[src/rtl/pcs_pkg.sv]
/*
 * Shared constants and carrier types of the program counter sequencer:
 * register offset, vectors, widths and the decoder command format.
 * Assumes a single 10 MHz system clock domain for every user.
 */
package pcs_pkg;

   // ----------------------------------------------------------------
   // widths and counts
   // ----------------------------------------------------------------
   localparam int PC_MAX_W = 11;
   localparam int PC_MIN_W = 9;
   localparam int INSTR_W = 14;
   localparam int PHASES = 4;
   localparam int STACK_DEPTH = 2;
   localparam int LOW_BYTE_W = 8;

   // ----------------------------------------------------------------
   // register map and vectors
   // ----------------------------------------------------------------
   localparam logic [7:0] REG_PCL_ADDR = 8'h06;
   localparam logic [7:0] RDATA_RESET = 8'h00;
   localparam logic [10:0] VEC_RESET = 11'h000;
   localparam logic [10:0] VEC_EXT = 11'h004;
   localparam logic [10:0] VEC_TMR = 11'h008;

   // ----------------------------------------------------------------
   // carriers
   // ----------------------------------------------------------------
   typedef enum logic [2:0] {
      OP_SEQ,
      OP_JUMP,
      OP_CALL,
      OP_RET,
      OP_INTERRUPT_RETURN_OP,
      OP_SKIP
   } pcs_op_type;

   // what the decoder says about the instruction in execute
   typedef struct packed {
      pcs_op_type op;
      logic skip_hit;
      logic [10:0] target;
   } pcs_cmd_type;

   typedef struct packed {
      logic [7:0] addr;
      logic [7:0] wdata;
      logic wr;
      logic rd;
   } pcs_reg_req_type;

endpackage

[src/rtl/pcs_phase_gen.sv]
/*
 * Divides the system clock into the four phases of an instruction cycle.
 * Assumes one clock; the end-of-cycle output is a one-cycle enable.
 */
`timescale 1ns/1ps
module pcs_phase_gen #(
   parameter int PHASES = pcs_pkg::PHASES
) (
   input wire logic clk,
   input wire logic rst_n,
   output logic [$clog2(PHASES)-1:0] phase,
   output logic cycle_end
);
   localparam int PW = $clog2(PHASES);
   localparam logic [PW-1:0] LAST = PW'(PHASES - 1);

   if (PHASES < 2) begin : g_bad_phases
      $error("pcs_phase_gen: PHASES must be at least 2");
   end

   typedef struct packed {
      logic [PW-1:0] phase;
   } pcs_phase_state_type;

   pcs_phase_state_type state_reg;
   pcs_phase_state_type state_next;

   always_comb begin
      state_next = state_reg;
      if (state_reg.phase == LAST) begin
         state_next.phase = '0;
      end else begin
         state_next.phase = state_reg.phase + 1'b1;
      end
   end

   always_ff @(posedge clk or negedge rst_n) begin
      if (!rst_n) begin
         state_reg <= '0;
      end else begin
         state_reg <= state_next;
      end
   end

   assign phase = state_reg.phase;
   assign cycle_end = (state_reg.phase == LAST);
endmodule // pcs_phase_gen

[src/rtl/pcs_ret_stack.sv]
/*
 * Return-address stack. A push onto a full stack drops the oldest entry.
 * Assumes push and pop are never asked in the same cycle.
 */
`timescale 1ns/1ps
module pcs_ret_stack #(
   parameter int W = pcs_pkg::PC_MAX_W,
   parameter int DEPTH = pcs_pkg::STACK_DEPTH
) (
   input wire logic clk,
   input wire logic rst_n,
   input wire logic push,
   input wire logic pop,
   input wire logic [W-1:0] push_data,
   output logic [W-1:0] top,
   output logic full,
   output logic empty
);
   localparam int CW = $clog2(DEPTH + 1);
   localparam logic [CW-1:0] CNT_FULL = CW'(DEPTH);

   if (DEPTH < 1) begin : g_bad_depth
      $error("pcs_ret_stack: DEPTH must be at least 1");
   end

   typedef struct packed {
      logic [DEPTH-1:0][W-1:0] entry;
      logic [CW-1:0] count;
   } pcs_stack_state_type;

   pcs_stack_state_type state_reg;
   pcs_stack_state_type state_next;

   always_comb begin
      state_next = state_reg;
      if (push) begin
         // shift down; the oldest falls off the end when full
         for (int i = DEPTH - 1; i > 0; i--) begin
            state_next.entry[i] = state_reg.entry[i-1];
         end
         state_next.entry[0] = push_data;
         if (state_reg.count != CNT_FULL) begin
            state_next.count = state_reg.count + 1'b1;
         end
      end else if (pop) begin
         for (int i = 0; i < DEPTH - 1; i++) begin
            state_next.entry[i] = state_reg.entry[i+1];
         end
         if (state_reg.count != '0) begin
            state_next.count = state_reg.count - 1'b1;
         end
      end
   end

   always_ff @(posedge clk or negedge rst_n) begin
      if (!rst_n) begin
         state_reg <= '0;
      end else begin
         state_reg <= state_next;
      end
   end

   assign top = state_reg.entry[0];
   assign full = (state_reg.count == CNT_FULL);
   assign empty = (state_reg.count == '0);
endmodule // pcs_ret_stack

[src/rtl/pcs_sequencer.sv]
/*
 * Program counter sequencer: four-phase instruction cycle, two-stage
 * fetch/execute pipeline, instruction pointer update and the low byte
 * register at 06h.
 * Assumes a same-clock decoder that presents its command for the
 * instruction in execute by the last phase, a program memory that
 * answers combinationally to the fetch address, and an interrupt
 * controller that holds its request until acknowledged.
 */
// The implementer's own choice: the address-and-strobe port.
// Notes on behaviour
// - four phases make one instruction cycle
// - next fetch overlaps current execute
// - pointer changes cost one dummy cycle
// - pointer advances by one after fetch
// - transfers load the proper target address
// - taken skip discards the prefetched instruction
// - low byte readable and writable at 06h
// - low byte write jumps within 256 words
// - reset starts execution at address zero
// - interrupt vectors 004h external, 008h timer
// - pointer width 9, 10 or 11
// - returns reload the saved address
`timescale 1ns/1ps
module pcs_sequencer #(
   parameter int PC_W = pcs_pkg::PC_MAX_W
) (
   input wire logic clk,
   input wire logic rst_n,
   input wire pcs_pkg::pcs_reg_req_type reg_req,
   output logic [7:0] reg_rdata,
   output logic [PC_W-1:0] rom_addr,
   input wire logic [pcs_pkg::INSTR_W-1:0] rom_data,
   output logic [pcs_pkg::INSTR_W-1:0] ir_word,
   output logic [PC_W-1:0] ir_addr,
   output logic ir_valid,
   output logic [1:0] phase,
   output logic cycle_end,
   input wire pcs_pkg::pcs_cmd_type cmd,
   input wire logic irq_ext_req,
   input wire logic irq_tmr_req,
   output logic irq_ack_ext,
   output logic irq_ack_tmr,
   output logic interrupt_return_op_done
);
   // ----------------------------------------------------------------
   // parameter checks
   // ----------------------------------------------------------------
   if (PC_W < pcs_pkg::PC_MIN_W || PC_W > pcs_pkg::PC_MAX_W) begin : g_bad_pc_w
      $error("pcs_sequencer: PC_W must be 9, 10 or 11");
   end

   localparam int LB = pcs_pkg::LOW_BYTE_W;

   // ----------------------------------------------------------------
   // state
   // ----------------------------------------------------------------
   typedef struct packed {
      logic [PC_W-1:0] pc;
      logic [pcs_pkg::INSTR_W-1:0] ir_word;
      logic [PC_W-1:0] ir_addr;
      logic ir_valid;
      logic pcl_pend;
      logic [LB-1:0] pcl_val;
      logic [7:0] rdata;
      logic ack_ext;
      logic ack_tmr;
      logic interrupt_return_op;
   } pcs_seq_state_type;

   pcs_seq_state_type state_reg;
   pcs_seq_state_type state_next;

   logic push;
   logic pop;
   logic [PC_W-1:0] stack_top;
   logic stack_full;
   logic pcl_hit;
   logic [LB-1:0] pcl_data;
   logic pcl_wr_now;
   logic take_irq;
   logic seq_path;
   pcs_pkg::pcs_op_type exec_op;

   // ----------------------------------------------------------------
   // submodules
   // ----------------------------------------------------------------
   pcs_phase_gen #(
      .PHASES(pcs_pkg::PHASES)
   ) u_phase (
      .clk(clk),
      .rst_n(rst_n),
      .phase(phase),
      .cycle_end(cycle_end)
   );

   pcs_ret_stack #(
      .W(PC_W),
      .DEPTH(pcs_pkg::STACK_DEPTH)
   ) u_stack (
      .clk(clk),
      .rst_n(rst_n),
      .push(push),
      .pop(pop),
      .push_data(state_reg.pc),
      .top(stack_top),
      .full(stack_full),
      .empty()
   );

   // ----------------------------------------------------------------
   // next state
   // ----------------------------------------------------------------
   assign pcl_wr_now = reg_req.wr && (reg_req.addr == pcs_pkg::REG_PCL_ADDR);
   // a write in the boundary cycle itself is not lost
   assign pcl_hit = state_reg.pcl_pend || pcl_wr_now;
   assign pcl_data = pcl_wr_now ? reg_req.wdata : state_reg.pcl_val;
   // a dummy cycle executes nothing, so its command is ignored
   assign exec_op = state_reg.ir_valid ? cmd.op : pcs_pkg::OP_SEQ;
   assign seq_path = cycle_end && (exec_op == pcs_pkg::OP_SEQ);
   // stack full: the request waits until a return frees a level
   assign take_irq = seq_path && !pcl_hit && !stack_full && (irq_ext_req || irq_tmr_req);

   always_comb begin
      state_next = state_reg;
      state_next.rdata = pcs_pkg::RDATA_RESET;
      state_next.ack_ext = 1'b0;
      state_next.ack_tmr = 1'b0;
      state_next.interrupt_return_op = 1'b0;
      push = 1'b0;
      pop = 1'b0;
      // executing instruction's own address, as software expects
      if (reg_req.rd && reg_req.addr == pcs_pkg::REG_PCL_ADDR) begin
         state_next.rdata = 8'(state_reg.ir_addr[LB-1:0]);
      end
      if (pcl_wr_now) begin
         state_next.pcl_pend = 1'b1;
         state_next.pcl_val = reg_req.wdata;
      end
      if (cycle_end) begin
         // fetch of the next word overlaps execute of the current one
         state_next.ir_word = rom_data;
         state_next.ir_addr = state_reg.pc;
         state_next.ir_valid = 1'b1;
         state_next.pc = state_reg.pc + 1'b1;
         state_next.pcl_pend = 1'b0;
         unique case (exec_op)
            pcs_pkg::OP_JUMP: begin
               state_next.pc = cmd.target[PC_W-1:0];
               state_next.ir_valid = 1'b0;
            end
            pcs_pkg::OP_CALL: begin
               push = 1'b1;
               state_next.pc = cmd.target[PC_W-1:0];
               state_next.ir_valid = 1'b0;
            end
            pcs_pkg::OP_RET, pcs_pkg::OP_INTERRUPT_RETURN_OP: begin
               pop = 1'b1;
               state_next.pc = stack_top;
               state_next.ir_valid = 1'b0;
               state_next.interrupt_return_op = (exec_op == pcs_pkg::OP_INTERRUPT_RETURN_OP);
            end
            pcs_pkg::OP_SKIP: begin
               // pointer still advances, so the net step is two words
               if (cmd.skip_hit) begin
                  state_next.ir_valid = 1'b0;
               end
            end
            pcs_pkg::OP_SEQ: begin
               if (pcl_hit) begin
                  state_next.pc = {state_reg.pc[PC_W-1:LB], pcl_data};
                  state_next.ir_valid = 1'b0;
               end else if (take_irq) begin
                  // saves the address of the word being discarded
                  push = 1'b1;
                  state_next.ir_valid = 1'b0;
                  if (irq_ext_req) begin
                     state_next.pc = pcs_pkg::VEC_EXT[PC_W-1:0];
                     state_next.ack_ext = 1'b1;
                  end else begin
                     state_next.pc = pcs_pkg::VEC_TMR[PC_W-1:0];
                     state_next.ack_tmr = 1'b1;
                  end
               end
            end
            default: begin
               // illegal decoder code: plain sequential fetch
            end
         endcase
      end
   end

   always_ff @(posedge clk or negedge rst_n) begin
      if (!rst_n) begin
         state_reg <= '0;
         state_reg.pc <= pcs_pkg::VEC_RESET[PC_W-1:0];
      end else begin
         state_reg <= state_next;
      end
   end

   // ----------------------------------------------------------------
   // outputs
   // ----------------------------------------------------------------
   assign reg_rdata = state_reg.rdata;
   assign rom_addr = state_reg.pc;
   assign ir_word = state_reg.ir_word;
   assign ir_addr = state_reg.ir_addr;
   assign ir_valid = state_reg.ir_valid;
   assign irq_ack_ext = state_reg.ack_ext;
   assign irq_ack_tmr = state_reg.ack_tmr;
   assign interrupt_return_op_done = state_reg.interrupt_return_op;

   // ----------------------------------------------------------------
   // assertions
   // ----------------------------------------------------------------
   a_cycle_four_clocks: assert property (
      @(posedge clk) disable iff (!rst_n)
      cycle_end |=> (!cycle_end) [*3] ##1 cycle_end)
      else $error("instruction cycle is not four clocks");

   a_pc_held_midcycle: assert property (
      @(posedge clk) disable iff (!rst_n)
      !cycle_end |=> $stable(state_reg.pc) && $stable(state_reg.ir_addr))
      else $error("pointer moved inside an instruction cycle");

   a_fetch_increment: assert property (
      @(posedge clk) disable iff (!rst_n)
      seq_path && !pcl_hit && !take_irq
      |=> state_reg.pc == $past(state_reg.pc) + 1'b1 && state_reg.ir_valid)
      else $error("pointer did not advance by one after fetch");

   a_jump_dummy: assert property (
      @(posedge clk) disable iff (!rst_n)
      cycle_end && state_reg.ir_valid && cmd.op == pcs_pkg::OP_JUMP
      |=> state_reg.pc == $past(cmd.target[PC_W-1:0]) && !state_reg.ir_valid
          ##4 state_reg.ir_valid)
      else $error("jump did not load target and insert one dummy cycle");

   a_skip_discard: assert property (
      @(posedge clk) disable iff (!rst_n)
      cycle_end && state_reg.ir_valid && cmd.op == pcs_pkg::OP_SKIP && cmd.skip_hit
      |=> !state_reg.ir_valid && state_reg.pc == $past(state_reg.pc) + 1'b1)
      else $error("taken skip did not discard the prefetched word");

   a_pcl_read_back: assert property (
      @(posedge clk) disable iff (!rst_n)
      reg_req.rd && reg_req.addr == pcs_pkg::REG_PCL_ADDR
      |=> reg_rdata == 8'($past(state_reg.ir_addr[LB-1:0])))
      else $error("low byte read returned the wrong value");

   a_pcl_short_jump: assert property (
      @(posedge clk) disable iff (!rst_n)
      seq_path && pcl_hit
      |=> state_reg.pc[LB-1:0] == $past(pcl_data)
          && state_reg.pc[PC_W-1:LB] == $past(state_reg.pc[PC_W-1:LB]))
      else $error("low byte write did not jump inside the current block");

   a_irq_vector: assert property (
      @(posedge clk) disable iff (!rst_n)
      take_irq |=> irq_ack_ext || irq_ack_tmr ##0
      (state_reg.pc == (irq_ack_ext ? pcs_pkg::VEC_EXT[PC_W-1:0]
                                    : pcs_pkg::VEC_TMR[PC_W-1:0])))
      else $error("interrupt did not load its vector");

   a_return_reload: assert property (
      @(posedge clk) disable iff (!rst_n)
      cycle_end && state_reg.ir_valid
      && (cmd.op == pcs_pkg::OP_RET || cmd.op == pcs_pkg::OP_INTERRUPT_RETURN_OP)
      |=> state_reg.pc == $past(stack_top) && !state_reg.ir_valid)
      else $error("return did not reload the saved address");

   a_call_push: assert property (
      @(posedge clk) disable iff (!rst_n)
      cycle_end && state_reg.ir_valid && cmd.op == pcs_pkg::OP_CALL
      |=> state_reg.pc == $past(cmd.target[PC_W-1:0]) && !state_reg.ir_valid
          && stack_top == $past(state_reg.pc))
      else $error("call did not load target or save the return address");

   a_skip_miss: assert property (
      @(posedge clk) disable iff (!rst_n)
      cycle_end && state_reg.ir_valid && cmd.op == pcs_pkg::OP_SKIP && !cmd.skip_hit
      |=> state_reg.ir_valid && state_reg.pc == $past(state_reg.pc) + 1'b1)
      else $error("skip with false condition did not continue in sequence");

   a_irq_save_addr: assert property (
      @(posedge clk) disable iff (!rst_n)
      take_irq |=> stack_top == $past(state_reg.pc) && !state_reg.ir_valid)
      else $error("interrupt did not save the discarded address");

   a_irq_ext_first: assert property (
      @(posedge clk) disable iff (!rst_n)
      take_irq && irq_ext_req
      |=> irq_ack_ext && !irq_ack_tmr && state_reg.pc == pcs_pkg::VEC_EXT[PC_W-1:0])
      else $error("external request did not win over the timer");

   a_interrupt_return_op_signal: assert property (
      @(posedge clk) disable iff (!rst_n)
      cycle_end && state_reg.ir_valid && cmd.op == pcs_pkg::OP_INTERRUPT_RETURN_OP
      |=> interrupt_return_op_done ##1 !interrupt_return_op_done)
      else $error("interrupt return pulse missing or too long");

   // no disable: meant to run while reset is low; one edge of slack for power-up
   a_reset_vector: assert property (
      @(posedge clk)
      !rst_n |=> state_reg.pc == pcs_pkg::VEC_RESET[PC_W-1:0] && !state_reg.ir_valid)
      else $error("reset did not clear the pointer");

endmodule // pcs_sequencer

[config.mk]
export PLATFORM = sky130hd
export DESIGN_NAME = pcs_sequencer
export DESIGN_NICKNAME = d
export VERILOG_FILES = /design/src/rtl/pcs_pkg.sv /design/src/rtl/pcs_phase_gen.sv /design/src/rtl/pcs_ret_stack.sv /design/src/rtl/pcs_sequencer.sv
export SDC_FILE = /design/constraint.sdc
export NUM_CORES = 1
export LEC_CHECK = 0
export BUFFER_PORTS_ARGS = -buffer_cell sky130_fd_sc_hd__buf_4
export CAP_MARGIN = 10
export CORE_ASPECT_RATIO = 0.75
export CORE_MARGIN = 1.5
export CORE_UTILIZATION = 35
export DETAILED_ROUTE_END_ITERATION = 8
export PLACE_DENSITY_LB_ADDON = 0.15
export SETUP_SLACK_MARGIN = 0.5
export SLEW_MARGIN = 20
export SYNTH_ARGS = -nofsm -noshare
export SYNTH_HDL_FRONTEND = slang
export SYNTH_SLANG_ARGS = --single-unit
[constraint.sdc]
create_clock -name clk -period 2.2 [get_ports clk]
set_input_delay 0.22 -clock clk [delete_from_list [all_inputs] [get_ports clk]]
set_output_delay 0.22 -clock clk [all_outputs]
set_load 0.05 [all_outputs]
# ---- Word-level counts from Yosys, hierarchy flattened
# Index checks and enable logic that the tools add are counted.
# Widths: inputs -> output; s select.
dict set report op_classes {
  mux 31
  addsub 4
  reduce_logical 20
  n_eq_ne 11
}
# operator count
set op_table {}
lappend op_table {{$pmux 11 s3} 1}
lappend op_table {{$mux 13} 2}
lappend op_table {{$mux 11} 2}
lappend op_table {{$mux 8} 2}
lappend op_table {{$mux 1} 12}
lappend op_table {{$mux 2} 6}
lappend op_table {{$add 11x1->11 const B} 1}
lappend op_table {{$mux 9} 1}
lappend op_table {{$eq 8x3->1 const B} 1}
lappend op_table {{$reduce_bool 2->1} 4}
lappend op_table {{$eq 3x2->1 const B} 2}
lappend op_table {{$eq 3x3->1 const B} 2}
lappend op_table {{$logic_and 1x1->1} 6}
lappend op_table {{$mux 3} 2}
lappend op_table {{$add 2x1->2 const B} 2}
lappend op_table {{$eq 2x2->1 const B} 2}
lappend op_table {{$mux 4} 1}
lappend op_table {{$ne 2x2->1 const B} 2}
lappend op_table {{$reduce_or 2->1} 2}
lappend op_table {{$reduce_or 4->1} 1}
lappend op_table {{$eq 3x1->1 const B} 1}
lappend op_table {{$logic_not 3->1} 1}
lappend op_table {{$pmux 1 s3} 1}
lappend op_table {{$reduce_and 3->1} 1}
lappend op_table {{6 further kinds} 8}
dict set report word_totals {
  register_bits 83
  word_cells 81
  inputBits 51
  output_inout_bits 51
}

# ---- Longest topological paths before layout
dict set report logic_depth {
  word_depth 13
  mapped_depth 8
  depth_no_buf 6
}

# ---- Hierarchy
# A second synthesis with hierarchy kept.
dict set report unflattened {
  hier_cells 412
  hier_area_um2 4336.7
}
# module seq_area_each_um2 cells_each area_each_um2 n_inst
set by_module_without_submodules {}
lappend by_module_without_submodules {pcs_sequencer 1426.4 311 3128.0 1}
lappend by_module_without_submodules {pcs_ret_stack 600.6 97 1142.3 1}
lappend by_module_without_submodules {pcs_phase_gen 50.0 4 66.3 1}

# ---- Worst setup path before layout
# OpenSTA, ideal clock, no wires.
dict set report synth_timing {
  kind {reg2reg}
  from {register u_phase.state_reg, in the netlist u_phase.phase[0]}
  to {register u_stack.state_reg[13] (netlist name)}
  stages_incl_launch_ff 9
  synth_period_minus_slack_ns 2.799
  required_time_ns 2.075
  n_path_buf 2
  arrival_ns 2.674
  path_slack_ns -0.599
  setup_time_ns 0.125
  path_cell_list {dfrtp_1 -> ha_1 -> buf_2 -> o21ai_1 -> nor2_2 -> a32oi_2 -> nor2_2 -> buf_6 -> mux2_4}
}
dict set report synth_via {
  elab_chain_cells 9
}
# item line_no
set synth_rtl {}
lappend synth_rtl {{start, declared} pcs_phase_gen.sv:25} ;# pcs_phase_state_type state_reg;
lappend synth_rtl {{start signal, assigned} pcs_phase_gen.sv:41} ;# state_reg <= state_next;
lappend synth_rtl {{$eq 2x2->1 *} pcs_phase_gen.sv:46} ;# assign cycle_end = (state_reg.phase == LAST);
lappend synth_rtl {{via cycle_end} pcs_sequencer.sv:38} ;# output logic cycle_end,
lappend synth_rtl {{$logic_and 1x1->1} pcs_sequencer.sv:120} ;# assign seq_path = cycle_end && (exec_op == pcs_pkg::OP_SEQ);
lappend synth_rtl {{$logic_and 1x1->1 (3 in a row)} pcs_sequencer.sv:122} ;# assign take_irq = seq_path && !pcl_hit && !stack_full && (irq_ext_req || irq_tmr_req);
lappend synth_rtl {{$mux 1} pcs_sequencer.sv:173} ;# end else if (take_irq) begin
lappend synth_rtl {{$mux 1} pcs_sequencer.sv:170} ;# if (pcl_hit) begin
lappend synth_rtl {{$pmux 1 s2} pcs_sequencer.sv:147} ;# unique case (exec_op)
lappend synth_rtl {{$mux 1 *} pcs_sequencer.sv:140} ;# if (cycle_end) begin
lappend synth_rtl {{end signal, assigned} pcs_ret_stack.sv:59} ;# state_reg <= state_next;
lappend synth_rtl {{end, declared} pcs_ret_stack.sv:31} ;# pcs_stack_state_type state_reg;
# Mark *: on every way through the listed nets, which the timed path passes. The rest lies on a longest branch.
# A chain may end at the register's enable or synchronous reset.

# ---- Worst setup path in the final report
dict set report layout_timing {
  from {register u_phase.state_reg, in the netlist u_phase.phase[0]}
  to {register state_reg, in the netlist rom_addr[9]}
}
dict set report layout_via {
  elab_chain_cells 8
  elab_cells_between_ends 9
  cone_classes {eq/ne: 1; mux: 3; reduce/logical: 5}
}
# item line_no
set layout_rtl {}
lappend layout_rtl {{$eq 2x2->1 *} pcs_phase_gen.sv:46}
lappend layout_rtl {{$logic_and 1x1->1} pcs_sequencer.sv:120}
lappend layout_rtl {{$logic_and 1x1->1 (3 in a row)} pcs_sequencer.sv:122}
lappend layout_rtl {{$mux 11} pcs_sequencer.sv:173}
lappend layout_rtl {{$mux 11} pcs_sequencer.sv:170}
lappend layout_rtl {{$pmux 11 s3} pcs_sequencer.sv:147}
lappend layout_rtl {{end signal, assigned} pcs_sequencer.sv:198} ;# state_reg <= state_next;
lappend layout_rtl {{end, declared} pcs_sequencer.sv:71} ;# pcs_seq_state_type state_reg;
# Mark *: on every way between the ends. The rest lies on a longest branch, timed or not. The select of a mux whose other input is x is not followed.

==> results.cfg <==
[grt]
overflow = 0
grt_pass1_wl_um = 16800
antenna_found_initial = 0
track_usage_pct = 16.7
grt_pass1_vias = 3097
grt_start_max_net_pins = 43

[detailed_routing]
drt-initial-drc-count = 232
routed_wl_um = 10500
via_per_inst = 5.02
vias = 3092
postRouteAntennaNets = 0
wl_per_cell_um = 17.0
drc = 0
dr.pass1.iters = 4

[timing]
setup_viol = 0
fin_crit_sh_pct = 82.0
clock_skew_ns = 0.00806
max_slew_margin_pct = 58.8
rsz0062_at_grt = yes
max_freq_ghz = 0.554
period_minus_slack_ns = 1.80
hold_viol = 0
worst-slew-pin-transition_ns = 0.615
slew_viol_final = 0
fin_tns_setup_ns = 0

[pwr]
power_density_mw_per_mm2 = 996
total_power_mw = 5.54
ir_worst_vdd_mv = 0.465
power.leakage_nw = 2.60

[clock_network]
clock-sinks = 83
clk_pin_slew_ns = 0.06
clock_path_buffers = 2
htree_num_levels = 3
cts_root_buf = clkbuf_16
clk_latency_ns = 0.34
numCtsBuffers = 9
cts_tree = yes

[critical_path]
cp_slowest_cell = o41a_4
max_stage_delay_ns = 0.48
crit_arrival_ns = 2.07
worstRegToRegCells = 7
timing.rr.start = u_phase.phase[0]
critPathLaunch = u_phase.phase[0]
critical_path.cell_chain = ha_4 > o21ai_4 > nor2_4 > buf_6 > o41a_4 > o31a_1 > o22ai_1
r2r_slack_ns = 0.40
crit_cells = 7
critPathLaunchType = flip-flop
path_class = reg2reg
reg2reg_to = rom_addr[9]
critPathRequiredTime_ns = 2.46
end_kind = flip-flop
crit_fanout = 7
endpoint = rom_addr[9]
crit_buf_inv = 1
cp_top_family = compound AO/OA/AOI/OAI gates

[floorplan]
die_w_um = 131
initial_utilization_pct = 36.6
die_area_mm2 = 0.0130
coreArea_mm2 = 0.0118
io_pins = 102
die_y_um = 99.1
rows = 34

[logic_synthesis]
synth-xor-area-share_pct = 0.203
synth_top_area_share_pct = 48.2
synth_edf_count = 0
ys_seq_area_share_pct = 48.2
synthFlopType = dfrtp_1
synth_fa_ha_area_share_pct = 0.580
synthSimpleGateAreaFrac_pct = 11.1
yosys-top-cells-area = dfrtp_1, buf_4, mux2_2
synth_cell_types = 60
yosys.area.top_type = dfrtp_1
synth_top_family_by_area = multiplexers
ys_ff_latch = 83
synthMuxAreaShare_pct = 16.9
netlist_area_mm2 = 0.00431
syn_avg_cell_area_um2 = 11.7
syn_nets = 422
synth-compound-area-share_pct = 12.2
async_flop_share_pct = 100
synth_cells = 369
synth.yosys.warnings = 0

[finish]
drive_gt1_share_pct = 48.5
n_antenna_cell = 0
nets = 502
area_delta_synth_final_pct = 29.1
final_cell_mix = buf_4, dfrtp_1, nand2_1, mux2_2, mux2_4
final_common_cell = buf_4
largest_register_ffs = 14

[worst_hold_path]
hold_path.class = in2reg

[flow_run]
maxCapViolations = 0

[place]
dp_hpwl_um = 7400
place_congestion = 0.798
io_buffers = 101

[outcome]
status = complete, no violations
cell type report:
| type | count | area, um^2 |
|---|---|---|
| Multi-Input combinational cell | 217 | 1900 |
| Timing Repair Buffer | 132 | 1040 |
| Clock buffer | 12 | 246 |
| Fill cell | 1089 | 6220 |
| Sequential cell | 83 | 2080 |
| Tap cell | 162 | 203 |
| Clock inverter | 4 | 73.8 |
| Inverter | 6 | 22.5 |
where the power goes:
group,switching (mW),internal (mW)
sequential,0.291,1.83
combinational,1.05,0.739
clock,0.598,1.03
metal layers:
layer  GRT usage [%]  share of wire, %  vias to the layer above
met5               0                 0                        -
met4            4.84               1.1                        0
met3            4.99               5.5                       11
met2            25.0                45                       88
met1            23.5                48                     1530
li1                -                 -                     1463
worst min-delay path by stage:
stage               startpoint                        to  slack (ns)  cells after the start
floorplan                rst_n  interrupt_return_op_done       -0.08                      0
global placement         rst_n          u_phase.phase[1]        0.26                      1
detailed placement       rst_n          u_phase.phase[1]        0.27                      1
CTS                 reg_req[5]             state_reg[14]        0.07                      3
global route        reg_req[8]             state_reg[17]        0.07                      3
finish              reg_req[5]             state_reg[14]        0.08                      3
kinds of logic after synthesis:
kind of cell | after synthesis
xor+xnor | 1
buf+inv | 70
compound gates | 61
mux | 61
flops | 83
simple gates | 91
fa+ha+maj | 2
per-stage QoR:
step           area [um^2]  setup slack (ns)  instances  utilization (%)  hold WS [ns]
2_1_floorplan         4370            0.0244        369                -       -0.0756
3_3_place_gp          5010            0.0113        586             42.6         0.259
3_5_place_dp          5010           0.00580        586             42.6         0.268
4_1_cts               5530             0.392        616             47.0        0.0689
5_1_grt               5570             0.342        616             47.2        0.0733
6_report              5570             0.395        616             47.2        0.0784
timing repair:
item | in CTS | in global routing
hold endpoints to repair | 41 | 0
setup endpoints to repair | 34 | 32
pin swaps | 7 | 5
gates resized for setup | 18 | 7
hold buffers | 1 | 0
gates cloned | 1 | 0
setup buffers | 12 | 0
cells in the mapped netlist (all sizes together), types with 2 or more instances:
library cell,number
o31ai,2
o21ai,6
nor2b,2
o211ai,2
o21a,2
a22oi,3
a221oi,4
a21oi,5
ha,2
a222oi,2
nor4,2
a221o,3
nor3,4
nand3,8
nor2,12
a2111oi,2
o221a,2
o311ai,2
dfrtp,83
o22ai,2
o41ai,2
and3,2
nand2,40
inv,6
clkbuf,7
buf,57
mux2i,11
a31oi,8
mux2,50
nor3b,2
o31a,3
and2,9
a311oi,3
nand4,3
and4,2
tightest hold or removal path: stages:
cell and delay (ns):
buf_4 0.09, nand2_1 0.04, nand2_1 0.04
Note: power is estimated with default switching activity, not from simulation.
